**config.mk**
```make
export PLATFORM = sky130hd
export DESIGN_NAME = vio_link_end_a_flat
export DESIGN_NICKNAME = d
export VERILOG_FILES = /design/src/common/vio_link_pkg.sv /design/src/common/vio_link_if.sv /design/src/hw/vio_link_end_a.sv /design/src/flat_wrapper.sv
export SDC_FILE = /design/constraint.sdc
export NUM_CORES = 1
export LEC_CHECK = 0
export BUFFER_PORTS_ARGS = -buffer_cell sky130_fd_sc_hd__buf_4
export CAP_MARGIN = 20
export CORE_UTILIZATION = 52
export CTS_CLUSTER_DIAMETER = 30
export DETAILED_ROUTE_END_ITERATION = 10
export GPL_TIMING_DRIVEN = 0
export PLACE_DENSITY = 0.68
export SLEW_MARGIN = 15
export SYNTH_ARGS = -nofsm -noshare
export SYNTH_HDL_FRONTEND = slang
export SYNTH_SLANG_ARGS = --single-unit
```
**constraint.sdc**
```tcl
create_clock -name clk_sys -period 2.3 [get_ports clk_sys]
set_input_delay 0.345 -clock clk_sys [delete_from_list [all_inputs] [get_ports clk_sys]]
set_output_delay 0.345 -clock clk_sys [all_outputs]
set_load 0.01 [all_outputs]
```
**src/common/vio_link_pkg.sv**
```systemverilog
`default_nettype none
package vio_link_pkg;

  // width of the virtual output and virtual input words
  localparam int unsigned WORD_W = 32;

  // bit used in mapping examples: output bit five lands on input bit five
  localparam int unsigned VIRTUAL_OUTPUT_BIT_FIVE = 5;
  localparam int unsigned VIRTUAL_INPUT_BIT_FIVE = 5;

  // most link modules that one base unit may carry
  localparam int unsigned MAX_LINKS_PER_UNIT = 4;

  // clock and longest transfer time
  localparam longint unsigned CLK_HZ = 40_000_000;
  localparam longint unsigned MAX_TRANSFER_MS = 35;
  // longest time rounds down to whole cycles
  localparam longint unsigned MAX_TRANSFER_CYCLES = (MAX_TRANSFER_MS * CLK_HZ) / 1000;

  // serial frame: start bit, 32 data bits, even parity bit
  localparam int unsigned FRAME_BITS = WORD_W + 2;

  // value of the input word after reset or on lost link
  localparam logic [31:0] INPUT_RESET = 32'h0000_0000;

  // transmitter states
  typedef enum logic [2:0] {
    TX_IDLE  = 3'b001,
    TX_SHIFT = 3'b010,
    TX_GAP   = 3'b100
  } tx_state_e;

  // receiver states
  typedef enum logic [1:0] {
    RX_HUNT  = 2'b01,
    RX_SHIFT = 2'b10
  } rx_state_e;

endpackage
`default_nettype wire

```
**src/common/vio_link_if.sv**
```systemverilog
`timescale 1ns/100ps
`default_nettype none
// point-to-point cable between two link modules; each end drives its own
// transmit line, the crossover wiring makes one end's tx the other's rx
interface vio_link_if;
  logic a_to_b;
  logic b_to_a;
  modport end_a (output a_to_b, input b_to_a);
  modport end_b (output b_to_a, input a_to_b);
endinterface
`default_nettype wire

```
**src/hw/vio_link_end_a.sv**
```systemverilog
`timescale 1ns/100ps
`default_nettype none
module vio_link_end_a #(
  parameter int unsigned WIDTH = vio_link_pkg::WORD_W,
  parameter longint unsigned TIMEOUT_CYCLES = vio_link_pkg::MAX_TRANSFER_CYCLES
) (
  input wire logic clk_sys,
  input wire logic sys_rst,
  input wire logic out_valid,
  input wire logic [WIDTH-1:0] out_word,
  input wire logic module_fault,
  output logic [WIDTH-1:0] in_word,
  output logic link_up,
  output logic tx_busy,
  vio_link_if.end_a link
);
  vio_link_core #(.WIDTH(WIDTH), .TIMEOUT_CYCLES(TIMEOUT_CYCLES)) u_core (
    .clk_sys(clk_sys),
    .sys_rst(sys_rst),
    .out_valid(out_valid),
    .out_word(out_word),
    .module_fault(module_fault),
    .in_word(in_word),
    .link_up(link_up),
    .tx_busy(tx_busy),
    .tx_line(link.a_to_b),
    .rx_line(link.b_to_a)
  );
endmodule

// one end of the cable: serialiser, deserialiser and link watchdog
module vio_link_core #(
  parameter int unsigned WIDTH = vio_link_pkg::WORD_W,
  parameter longint unsigned TIMEOUT_CYCLES = vio_link_pkg::MAX_TRANSFER_CYCLES
) (
  input wire logic clk_sys,
  input wire logic sys_rst,
  input wire logic out_valid,
  input wire logic [WIDTH-1:0] out_word,
  input wire logic module_fault,
  output logic [WIDTH-1:0] in_word,
  output logic link_up,
  output logic tx_busy,
  output logic tx_line,
  input wire logic rx_line
);
  localparam int unsigned CNT_W = 32;
  localparam int unsigned BIT_W = $clog2(vio_link_pkg::FRAME_BITS);

  // frame must fit well inside the timeout, otherwise the link drops between frames;
  // the watchdog counter is 32 bits, so longer timeouts are refused
  if (WIDTH != vio_link_pkg::WORD_W || TIMEOUT_CYCLES < 4 * vio_link_pkg::FRAME_BITS ||
      TIMEOUT_CYCLES >= 64'h0000_0000_FFFF_FFFF) begin : g_bad_param
    $error("word width or timeout out of range");
  end

  vio_link_pkg::tx_state_e tx_state_q, tx_state_d;
  logic [WIDTH-1:0] tx_shift_q, tx_shift_d;
  logic [WIDTH-1:0] tx_pend_q, tx_pend_d;
  logic tx_pend_v_q, tx_pend_v_d;
  logic [BIT_W-1:0] tx_cnt_q, tx_cnt_d;
  logic tx_par_q, tx_par_d;
  logic tx_line_q, tx_line_d;
  logic busy_q, busy_d;

  // transmit: a word from the base unit starts a frame at once, a word arriving
  // mid-frame is kept so the newest one follows right after
  always_comb begin
    tx_state_d = tx_state_q;
    tx_shift_d = tx_shift_q;
    tx_pend_d = tx_pend_q;
    tx_pend_v_d = tx_pend_v_q;
    tx_cnt_d = tx_cnt_q;
    tx_par_d = tx_par_q;
    tx_line_d = 1'b0;
    if (out_valid) begin
      tx_pend_d = module_fault ? '0 : out_word;
      tx_pend_v_d = 1'b1;
    end
    case (tx_state_q)
      vio_link_pkg::TX_IDLE: begin
        if (tx_pend_v_q || out_valid) begin
          tx_shift_d = tx_pend_d;
          tx_par_d = 1'b0;
          tx_pend_v_d = 1'b0;
          tx_cnt_d = '0;
          tx_line_d = 1'b1; // start bit
          tx_state_d = vio_link_pkg::TX_SHIFT;
        end
      end
      vio_link_pkg::TX_SHIFT: begin
        if (tx_cnt_q < BIT_W'(WIDTH)) begin
          tx_line_d = tx_shift_q[0]; // lsb first
          tx_par_d = tx_par_q ^ tx_shift_q[0];
          tx_shift_d = tx_shift_q >> 1;
          tx_cnt_d = tx_cnt_q + 1'b1;
        end else begin
          tx_line_d = tx_par_q;
          tx_state_d = vio_link_pkg::TX_GAP;
        end
      end
      vio_link_pkg::TX_GAP: begin
        tx_state_d = vio_link_pkg::TX_IDLE; // one idle low bit between frames
      end
      default: tx_state_d = vio_link_pkg::TX_IDLE;
    endcase
    busy_d = (tx_state_d != vio_link_pkg::TX_IDLE) || tx_pend_v_d; // a flop, so the base unit sees a clean level
  end

  always_ff @(posedge clk_sys) begin
    if (sys_rst) begin
      tx_state_q <= vio_link_pkg::TX_IDLE;
      tx_shift_q <= '0;
      tx_pend_q <= '0;
      tx_pend_v_q <= 1'b0;
      tx_cnt_q <= '0;
      tx_par_q <= 1'b0;
      tx_line_q <= 1'b0;
      busy_q <= 1'b0;
    end else begin
      tx_state_q <= tx_state_d;
      tx_shift_q <= tx_shift_d;
      tx_pend_q <= tx_pend_d;
      tx_pend_v_q <= tx_pend_v_d;
      tx_cnt_q <= tx_cnt_d;
      tx_par_q <= tx_par_d;
      tx_line_q <= tx_line_d;
      busy_q <= busy_d;
    end
  end

  vio_link_pkg::rx_state_e rx_state_q, rx_state_d;
  logic [WIDTH-1:0] rx_shift_q, rx_shift_d;
  logic [BIT_W-1:0] rx_cnt_q, rx_cnt_d;
  logic rx_par_q, rx_par_d;
  logic [WIDTH-1:0] in_word_q, in_word_d;
  logic link_up_q, link_up_d;
  logic [CNT_W-1:0] wd_q, wd_d;

  // receive: frames with good parity refresh the input word; a watchdog
  // drops the link and zeros the word when none arrives in time
  always_comb begin
    rx_state_d = rx_state_q;
    rx_shift_d = rx_shift_q;
    rx_cnt_d = rx_cnt_q;
    rx_par_d = rx_par_q;
    in_word_d = in_word_q;
    link_up_d = link_up_q;
    wd_d = (wd_q < CNT_W'(TIMEOUT_CYCLES)) ? wd_q + 1'b1 : wd_q;
    case (rx_state_q)
      vio_link_pkg::RX_HUNT: begin
        if (rx_line) begin
          rx_cnt_d = '0;
          rx_par_d = 1'b0;
          rx_state_d = vio_link_pkg::RX_SHIFT;
        end
      end
      vio_link_pkg::RX_SHIFT: begin
        if (rx_cnt_q < BIT_W'(WIDTH)) begin
          rx_shift_d = {rx_line, rx_shift_q[WIDTH-1:1]};
          rx_par_d = rx_par_q ^ rx_line;
          rx_cnt_d = rx_cnt_q + 1'b1;
        end else begin
          rx_state_d = vio_link_pkg::RX_HUNT;
          if (rx_par_q == rx_line) begin
            in_word_d = rx_shift_q; // newest word held for the base unit
            link_up_d = 1'b1;
            wd_d = '0;
          end
        end
      end
      default: rx_state_d = vio_link_pkg::RX_HUNT;
    endcase
    // a fresh word in the same cycle as the timeout keeps the link up
    if (wd_q >= CNT_W'(TIMEOUT_CYCLES) && wd_d != '0) begin
      link_up_d = 1'b0;
      in_word_d = vio_link_pkg::INPUT_RESET;
    end
  end

  always_ff @(posedge clk_sys) begin
    if (sys_rst) begin
      rx_state_q <= vio_link_pkg::RX_HUNT;
      rx_shift_q <= '0;
      rx_cnt_q <= '0;
      rx_par_q <= 1'b0;
      in_word_q <= vio_link_pkg::INPUT_RESET;
      link_up_q <= 1'b0;
      wd_q <= '0;
    end else begin
      rx_state_q <= rx_state_d;
      rx_shift_q <= rx_shift_d;
      rx_cnt_q <= rx_cnt_d;
      rx_par_q <= rx_par_d;
      in_word_q <= in_word_d;
      link_up_q <= link_up_d;
      wd_q <= wd_d;
    end
  end

  assign in_word = in_word_q;
  assign link_up = link_up_q;
  assign tx_line = tx_line_q;
  assign tx_busy = busy_q;
endmodule
`default_nettype wire

```
**src/flat_wrapper.sv**
```systemverilog
// flat-port wrapper written by rule: the top's interface ports become plain ports
module vio_link_end_a_flat 
#(
  parameter int unsigned WIDTH = vio_link_pkg::WORD_W,
  parameter longint unsigned TIMEOUT_CYCLES = vio_link_pkg::MAX_TRANSFER_CYCLES
)
  (clk_sys, sys_rst, out_valid, out_word, module_fault, in_word, link_up, tx_busy, link_a_to_b, link_b_to_a);
  vio_link_if link_i ();
  input wire logic clk_sys;
  input wire logic sys_rst;
  input wire logic out_valid;
  input wire logic [WIDTH-1:0] out_word;
  input wire logic module_fault;
  output logic [WIDTH-1:0] in_word;
  output logic link_up;
  output logic tx_busy;
  output wire logic [$bits(link_i.a_to_b)-1:0] link_a_to_b;
  input wire logic [$bits(link_i.b_to_a)-1:0] link_b_to_a;
  assign link_a_to_b = link_i.a_to_b;
  assign link_i.b_to_a = link_b_to_a;
  vio_link_end_a #(.WIDTH(WIDTH), .TIMEOUT_CYCLES(TIMEOUT_CYCLES)) u_core (.clk_sys(clk_sys), .sys_rst(sys_rst), .out_valid(out_valid), .out_word(out_word), .module_fault(module_fault), .in_word(in_word), .link_up(link_up), .tx_busy(tx_busy), .link(link_i));
endmodule
```
After elaboration in Yosys (flattened, before gate mapping)
Index checks and enable logic that the tools add are counted.
{ "totals": {"ff_bits": 183, "latchBits": 0, "ramBits": 0, "mem_bits_ro": 0, "word_cells": 81, "n_memories": 0} }
{ "op_classes": {"addsub": 3, "multipliers": 0, "n_div": 0, "magnitude_cmp": 4, "eq_ne": 11, "n_shift": 0, "n_mux": 33, "bitwise_logic": 3, "reduce_logical": 12} }
{ "ops": {"columns": ["op", "n"], "rows": [
  ["32-bit two-way mux", 8],
  ["32-bit one-hot mux with 2 select lines", 1],
  ["32-bit by 1-bit adder with 32-bit output, second input constant", 1],
  ["32-bit by 21-bit greater-or-equal comparator with 1-bit output, second input constant", 1],
  ["32-bit by 21-bit less-than comparator with 1-bit output, second input constant", 1],
  ["32-bit nonzero test", 1],
  ["6-bit two-way mux", 4],
  ["6-bit one-hot mux with 2 select lines", 2],
  ["6-bit by 1-bit adder with 6-bit output, second input constant", 2],
  ["6-bit less-than comparator, second input constant", 2],
  ["2-bit inequality test, second input constant", 5],
  ["1-bit two-way mux", 9],
  ["3-bit AND reduction", 3],
  ["3-bit two-way mux", 2],
  ["1-bit one-hot mux with 2 select lines", 3],
  ["3-bit one-hot mux with 2 select lines", 1],
  ["2-bit two-way mux", 2],
  ["2-bit one-hot mux with 2 select lines", 1],
  ["2-bit AND reduction", 2],
  ["2-bit nonzero test", 2],
  ["3-bit by 1-bit equality test with 1-bit output, second input constant", 1],
  ["3-bit by 2-bit equality test with 1-bit output, second input constant", 1],
  ["3-bit by 1-bit inequality test with 1-bit output, second input constant", 1],
  ["2-bit by 1-bit equality test with 1-bit output, second input constant", 1],
  ["7 further kinds", 9]
]} }

Longest topological paths before layout
{ "logic_depth": {"depth_word": 8, "ltp_mapped": 7, "mapped_depth_nobuf": 6} }

Worst setup path before layout
No wires, ideal clock.
{ "synth_path": {"path_kind": "reg-to-reg", "from": "register u_core.u_core.wd_q[7]", "to": "register u_core.u_core.wd_q[11]", "arrival_ps": 1786, "required_ps": 2229, "setup_slack_ps": 443, "path_stages_with_launch": 7, "n_path_buf": 1, "cell_sequence": "dfxtp_1 > a211o_1 > a211oi_2 > o21ai_2 > buf_6 > or4_1 > a21oi_1"} }
{ "synth_between": {"elab_chain_len": 5, "word_cells_on_any_way": 6, "cone_classes": "1 x add/sub; 1 x order compare; 4 x mux"} }
{ "synth_lines": {"columns": ["element", "line", "rtl"], "rows": [
  ["start: declaration", "vio_link_end_a.sv:138", "logic [CNT_W-1:0] wd_q, wd_d;"],
  ["start signal: assignment", "vio_link_end_a.sv:197", "wd_q <= wd_d;"],
  ["32-bit by 1-bit adder with 32-bit output or 32-bit by 21-bit less-than comparator with 1-bit output (tied branches)", "vio_link_end_a.sv:149", "wd_d = (wd_q < CNT_W'(TIMEOUT_CYCLES)) ? wd_q + 1'b1 : wd_q;"],
  ["32-bit two-way mux *", "vio_link_end_a.sv:149", null],
  ["32-bit two-way mux", "vio_link_end_a.sv:165", "if (rx_par_q == rx_line) begin"],
  ["32-bit two-way mux", "vio_link_end_a.sv:159", "if (rx_cnt_q < BIT_W'(WIDTH)) begin"],
  ["32-bit two-way mux *", "vio_link_end_a.sv:150", "case (rx_state_q)"]
]} }
Mark *: on every way between the ends. The rest lies on a longest branch, timed or not.
A chain may end at the register's enable or synchronous reset.

Worst setup path after layout
{ "layout_path": {"from": "register u_core.u_core.wd_q[26]", "to": "register u_core.u_core.wd_q[8]"} }
{ "layout_between": {"elab_chain_len": 5} }
{ "layout_lines": {"columns": ["element", "line"], "rows": [
  ["32-bit by 21-bit less-than comparator with 1-bit output *", "vio_link_end_a.sv:149"],
  ["32-bit two-way mux *", "vio_link_end_a.sv:149"],
  ["32-bit two-way mux", "vio_link_end_a.sv:165"],
  ["32-bit two-way mux", "vio_link_end_a.sv:159"],
  ["32-bit two-way mux *", "vio_link_end_a.sv:150"]
]} }
Marks and branches as above.

==> run summary <==
vias in the first global route = 5298
Longest Clk Path Bufs = 2
routed vias/inst = 5.44
synth cell count leaders = dfxtp_1 (183), nand2_1 (131), nor2_1 (105)
Hold WS = 0.172 ns
fin util = 64.7%
critical path buffer and inverter count = 1
EDFF count, synth = 0
fin crit share = 93.8%
clk sink count = 183
synth top area cells = dfxtp_1 (53%), nand2_1 (7.1%), a21oi_1 (5.8%)
WL final = 14900 um
RSZ-0062 raised after global routing = no
PD cells = 804 nW/um2
max-slew violations = 0
area of the die = 13700 um2
Top Family by Delay on Critical Path = simple AND/OR/NAND/NOR gates
CORE AREA = 12800 um2
r2r setup slk = 0.14 ns
CTS tree = done
Final nets = 911
Initial DRT Pass Iterations = 5
syn avg cell area = 8.84 um2
post-layout min period = 2.16 ns
Worst-Margin Slew = 0.722 ns
Seq/Total Area, Yosys = 53.1%
worst-skew pair later-pin latency = 0.43 ns
crit path launch type = flip-flop
largest net degree at the start of global routing = 17
P_leak = 3.13 nW
ANT cells = 0
most frequent cell after synthesis = dfxtp_1
upper clock frequency limit = 464 MHz
cell accounting for the most synthesized area = dfxtp_1
std cell rows = 41
layout cells sized above 1 = 13.3%
Routability Congestion = 0.847
antenna-violating nets left = 0
VDD IR max = 628 uV
Syn Inst Count = 781
initial core utilization = 54.0%
met2 Usage GRT = 35.2%
Die W = 117 um
grt ovf = 0
CP arrival = 2.52 ns
hold_buf cts = 0
placed inst area = 7640 um2
setup tns final = 0 ns
kind of critical path = reg2reg
max cap viols = 0
PortBufs = 70
Hold Crit Class = in2reg
clock-pin slew on the worst setup and hold paths = 0.07 ns
Area Overhead vs Synth = 19.6%
Worst slew margin = 51.8%
Critical Path RT = 2.66 ns
cell chain of the critical path = nor4_1, o2111a_1, o21ai_2, buf_6, or4_1, a21oi_1
Yosys cell types = 48
GRT Util Overall = 22.7%
Yosys Warn Count = 0
Initial DRC Count = 455
io pins = 72
top-area cell type share of the netlist area = 53.1%
routed len/inst = 14.1 um
outcome = completed
Synth Cell Area = 6900 um2
Setup crit end kind = flip-flop
CTS Root Cell = clkbuf_16
CTS Buf Count = 17
final instance area = 8260 um2
Post-route DRC = 0
CP Max Fanout = 10
Most used DFF post-synth = dfxtp_1
Synth Register Bits = 183
GR Layer Usage met1 = 29.9%
slowest stage delay, CP = 0.49 ns
met3 Use GR = 7.11%
Die Y = 117 um
Syn Nets = 822
first-pass GRT wire length = 24300 um
antenna violations before repair = 0
Final Hold Viols = 0
ys async rst share = 0%
layer with the highest usage = met2
Final setup viols = 0
clk_skew = 0.0105 ns
Post-DP HPWL = 10400 um
via count = 5737
Slowest-stage cell, CP = or4_1
H-tree depth = 4
## per-stage QoR
| step | std cells | setup WS (ns) | total power [mW] |
|---|---|---|---|
| 2_1_floorplan | 781 | 0.443 | 3.59 |
| 3_3_place_gp | 1023 | 0.101 | 3.72 |
| 3_5_place_dp | 1023 | 0.0384 | 3.74 |
| 4_1_cts | 1055 | 0.0367 | 6.70 |
| 5_1_grt | 1055 | 0.0331 | 6.88 |
| 6_report | 1055 | 0.143 | 6.64 |
## metal layers
metal	up-vias	part of all wire, %
li1	2885	-
met1	2717	47
met2	114	47
met3	21	4.6
met4	0	1.5
met5	-	0
## area by class of cell
cell class                 instances  area, um2
fill                            1105       4510
sequential                       183       3660
multi-input combinational        533       2980
timing repair buffer              70        526
clock buffer                      23        498
tap                              172        215
buffer                            52        210
clock inverter                     9        114
inverter                          13       48.8
## cells in the final DEF, fill, tap and decap left out, types with 8 or more instances in the layout
cell | synthesis | final
a21oi_1 | 80 | 80
a22oi_1 | 33 | 33
xor2_1 | 12 | 12
nand3_1 | 8 | 8
nand4_1 | 10 | 10
and2_1 | 13 | 13
clkbuf_1 | 46 | 44
clkbuf_16 | 0 | 17
or4_1 | 9 | 9
mux2i_1 | 33 | 33
inv_1 | 13 | 13
o31ai_1 | 9 | 9
dfxtp_1 | 183 | 183
nor2_1 | 105 | 105
nand2_1 | 131 | 131
o211ai_1 | 30 | 30
buf_4 | 0 | 70
## cell families after synthesis
group,synth area share (%)
buf+inv,3.70
fa+ha+maj,0.725
mux,4.95
flops,53.1
xor+xnor,1.90
simple gates,19.4
compound gates,16.3
## worst min-delay path: cells and delay by family
| kind | cells | cell delay, ns |
|---|---|---|
| buf+inv | 1 | 0.08 |
| simple gates | 1 | 0.08 |
| compound gates | 1 | 0.07 |
## flip-flops by register name (all words and copies together) (netlist names), 2 cells and up
name,count
u_core.u_core.in_word,32
u_core.u_core.rx_shift_q,32
u_core.u_core.tx_pend_q,32
u_core.u_core.tx_shift_q,32
u_core.u_core.wd_q,32
u_core.u_core.rx_cnt_q,6
u_core.u_core.tx_cnt_q,6
u_core.u_core.tx_state_q,3
u_core.u_core.rx_state_q,2
## where the power goes
part           switching [mW]  internal, mW
logic                   0.255         0.143
registers              0.0361          3.24
clock network            1.22          1.75
## what timing repair did
item,in CTS,in global routing
setup endpoints to repair,0,30
gates resized for setup,0,6
setup buffers,0,0
## final timing paths
path | start | cells past startpoint | end
hold reg to reg | u_core.u_core.tx_shift_q[17] | 2 | u_core.u_core.tx_shift_q[17]
setup reg to reg | u_core.u_core.wd_q[26] | 6 | u_core.u_core.wd_q[8]
setup / recovery | u_core.u_core.wd_q[26] | 6 | u_core.u_core.wd_q[8]
hold / removal | out_word[15] | 3 | u_core.u_core.tx_pend_q[15]
Note: power is estimated with default switching activity, not from simulation.
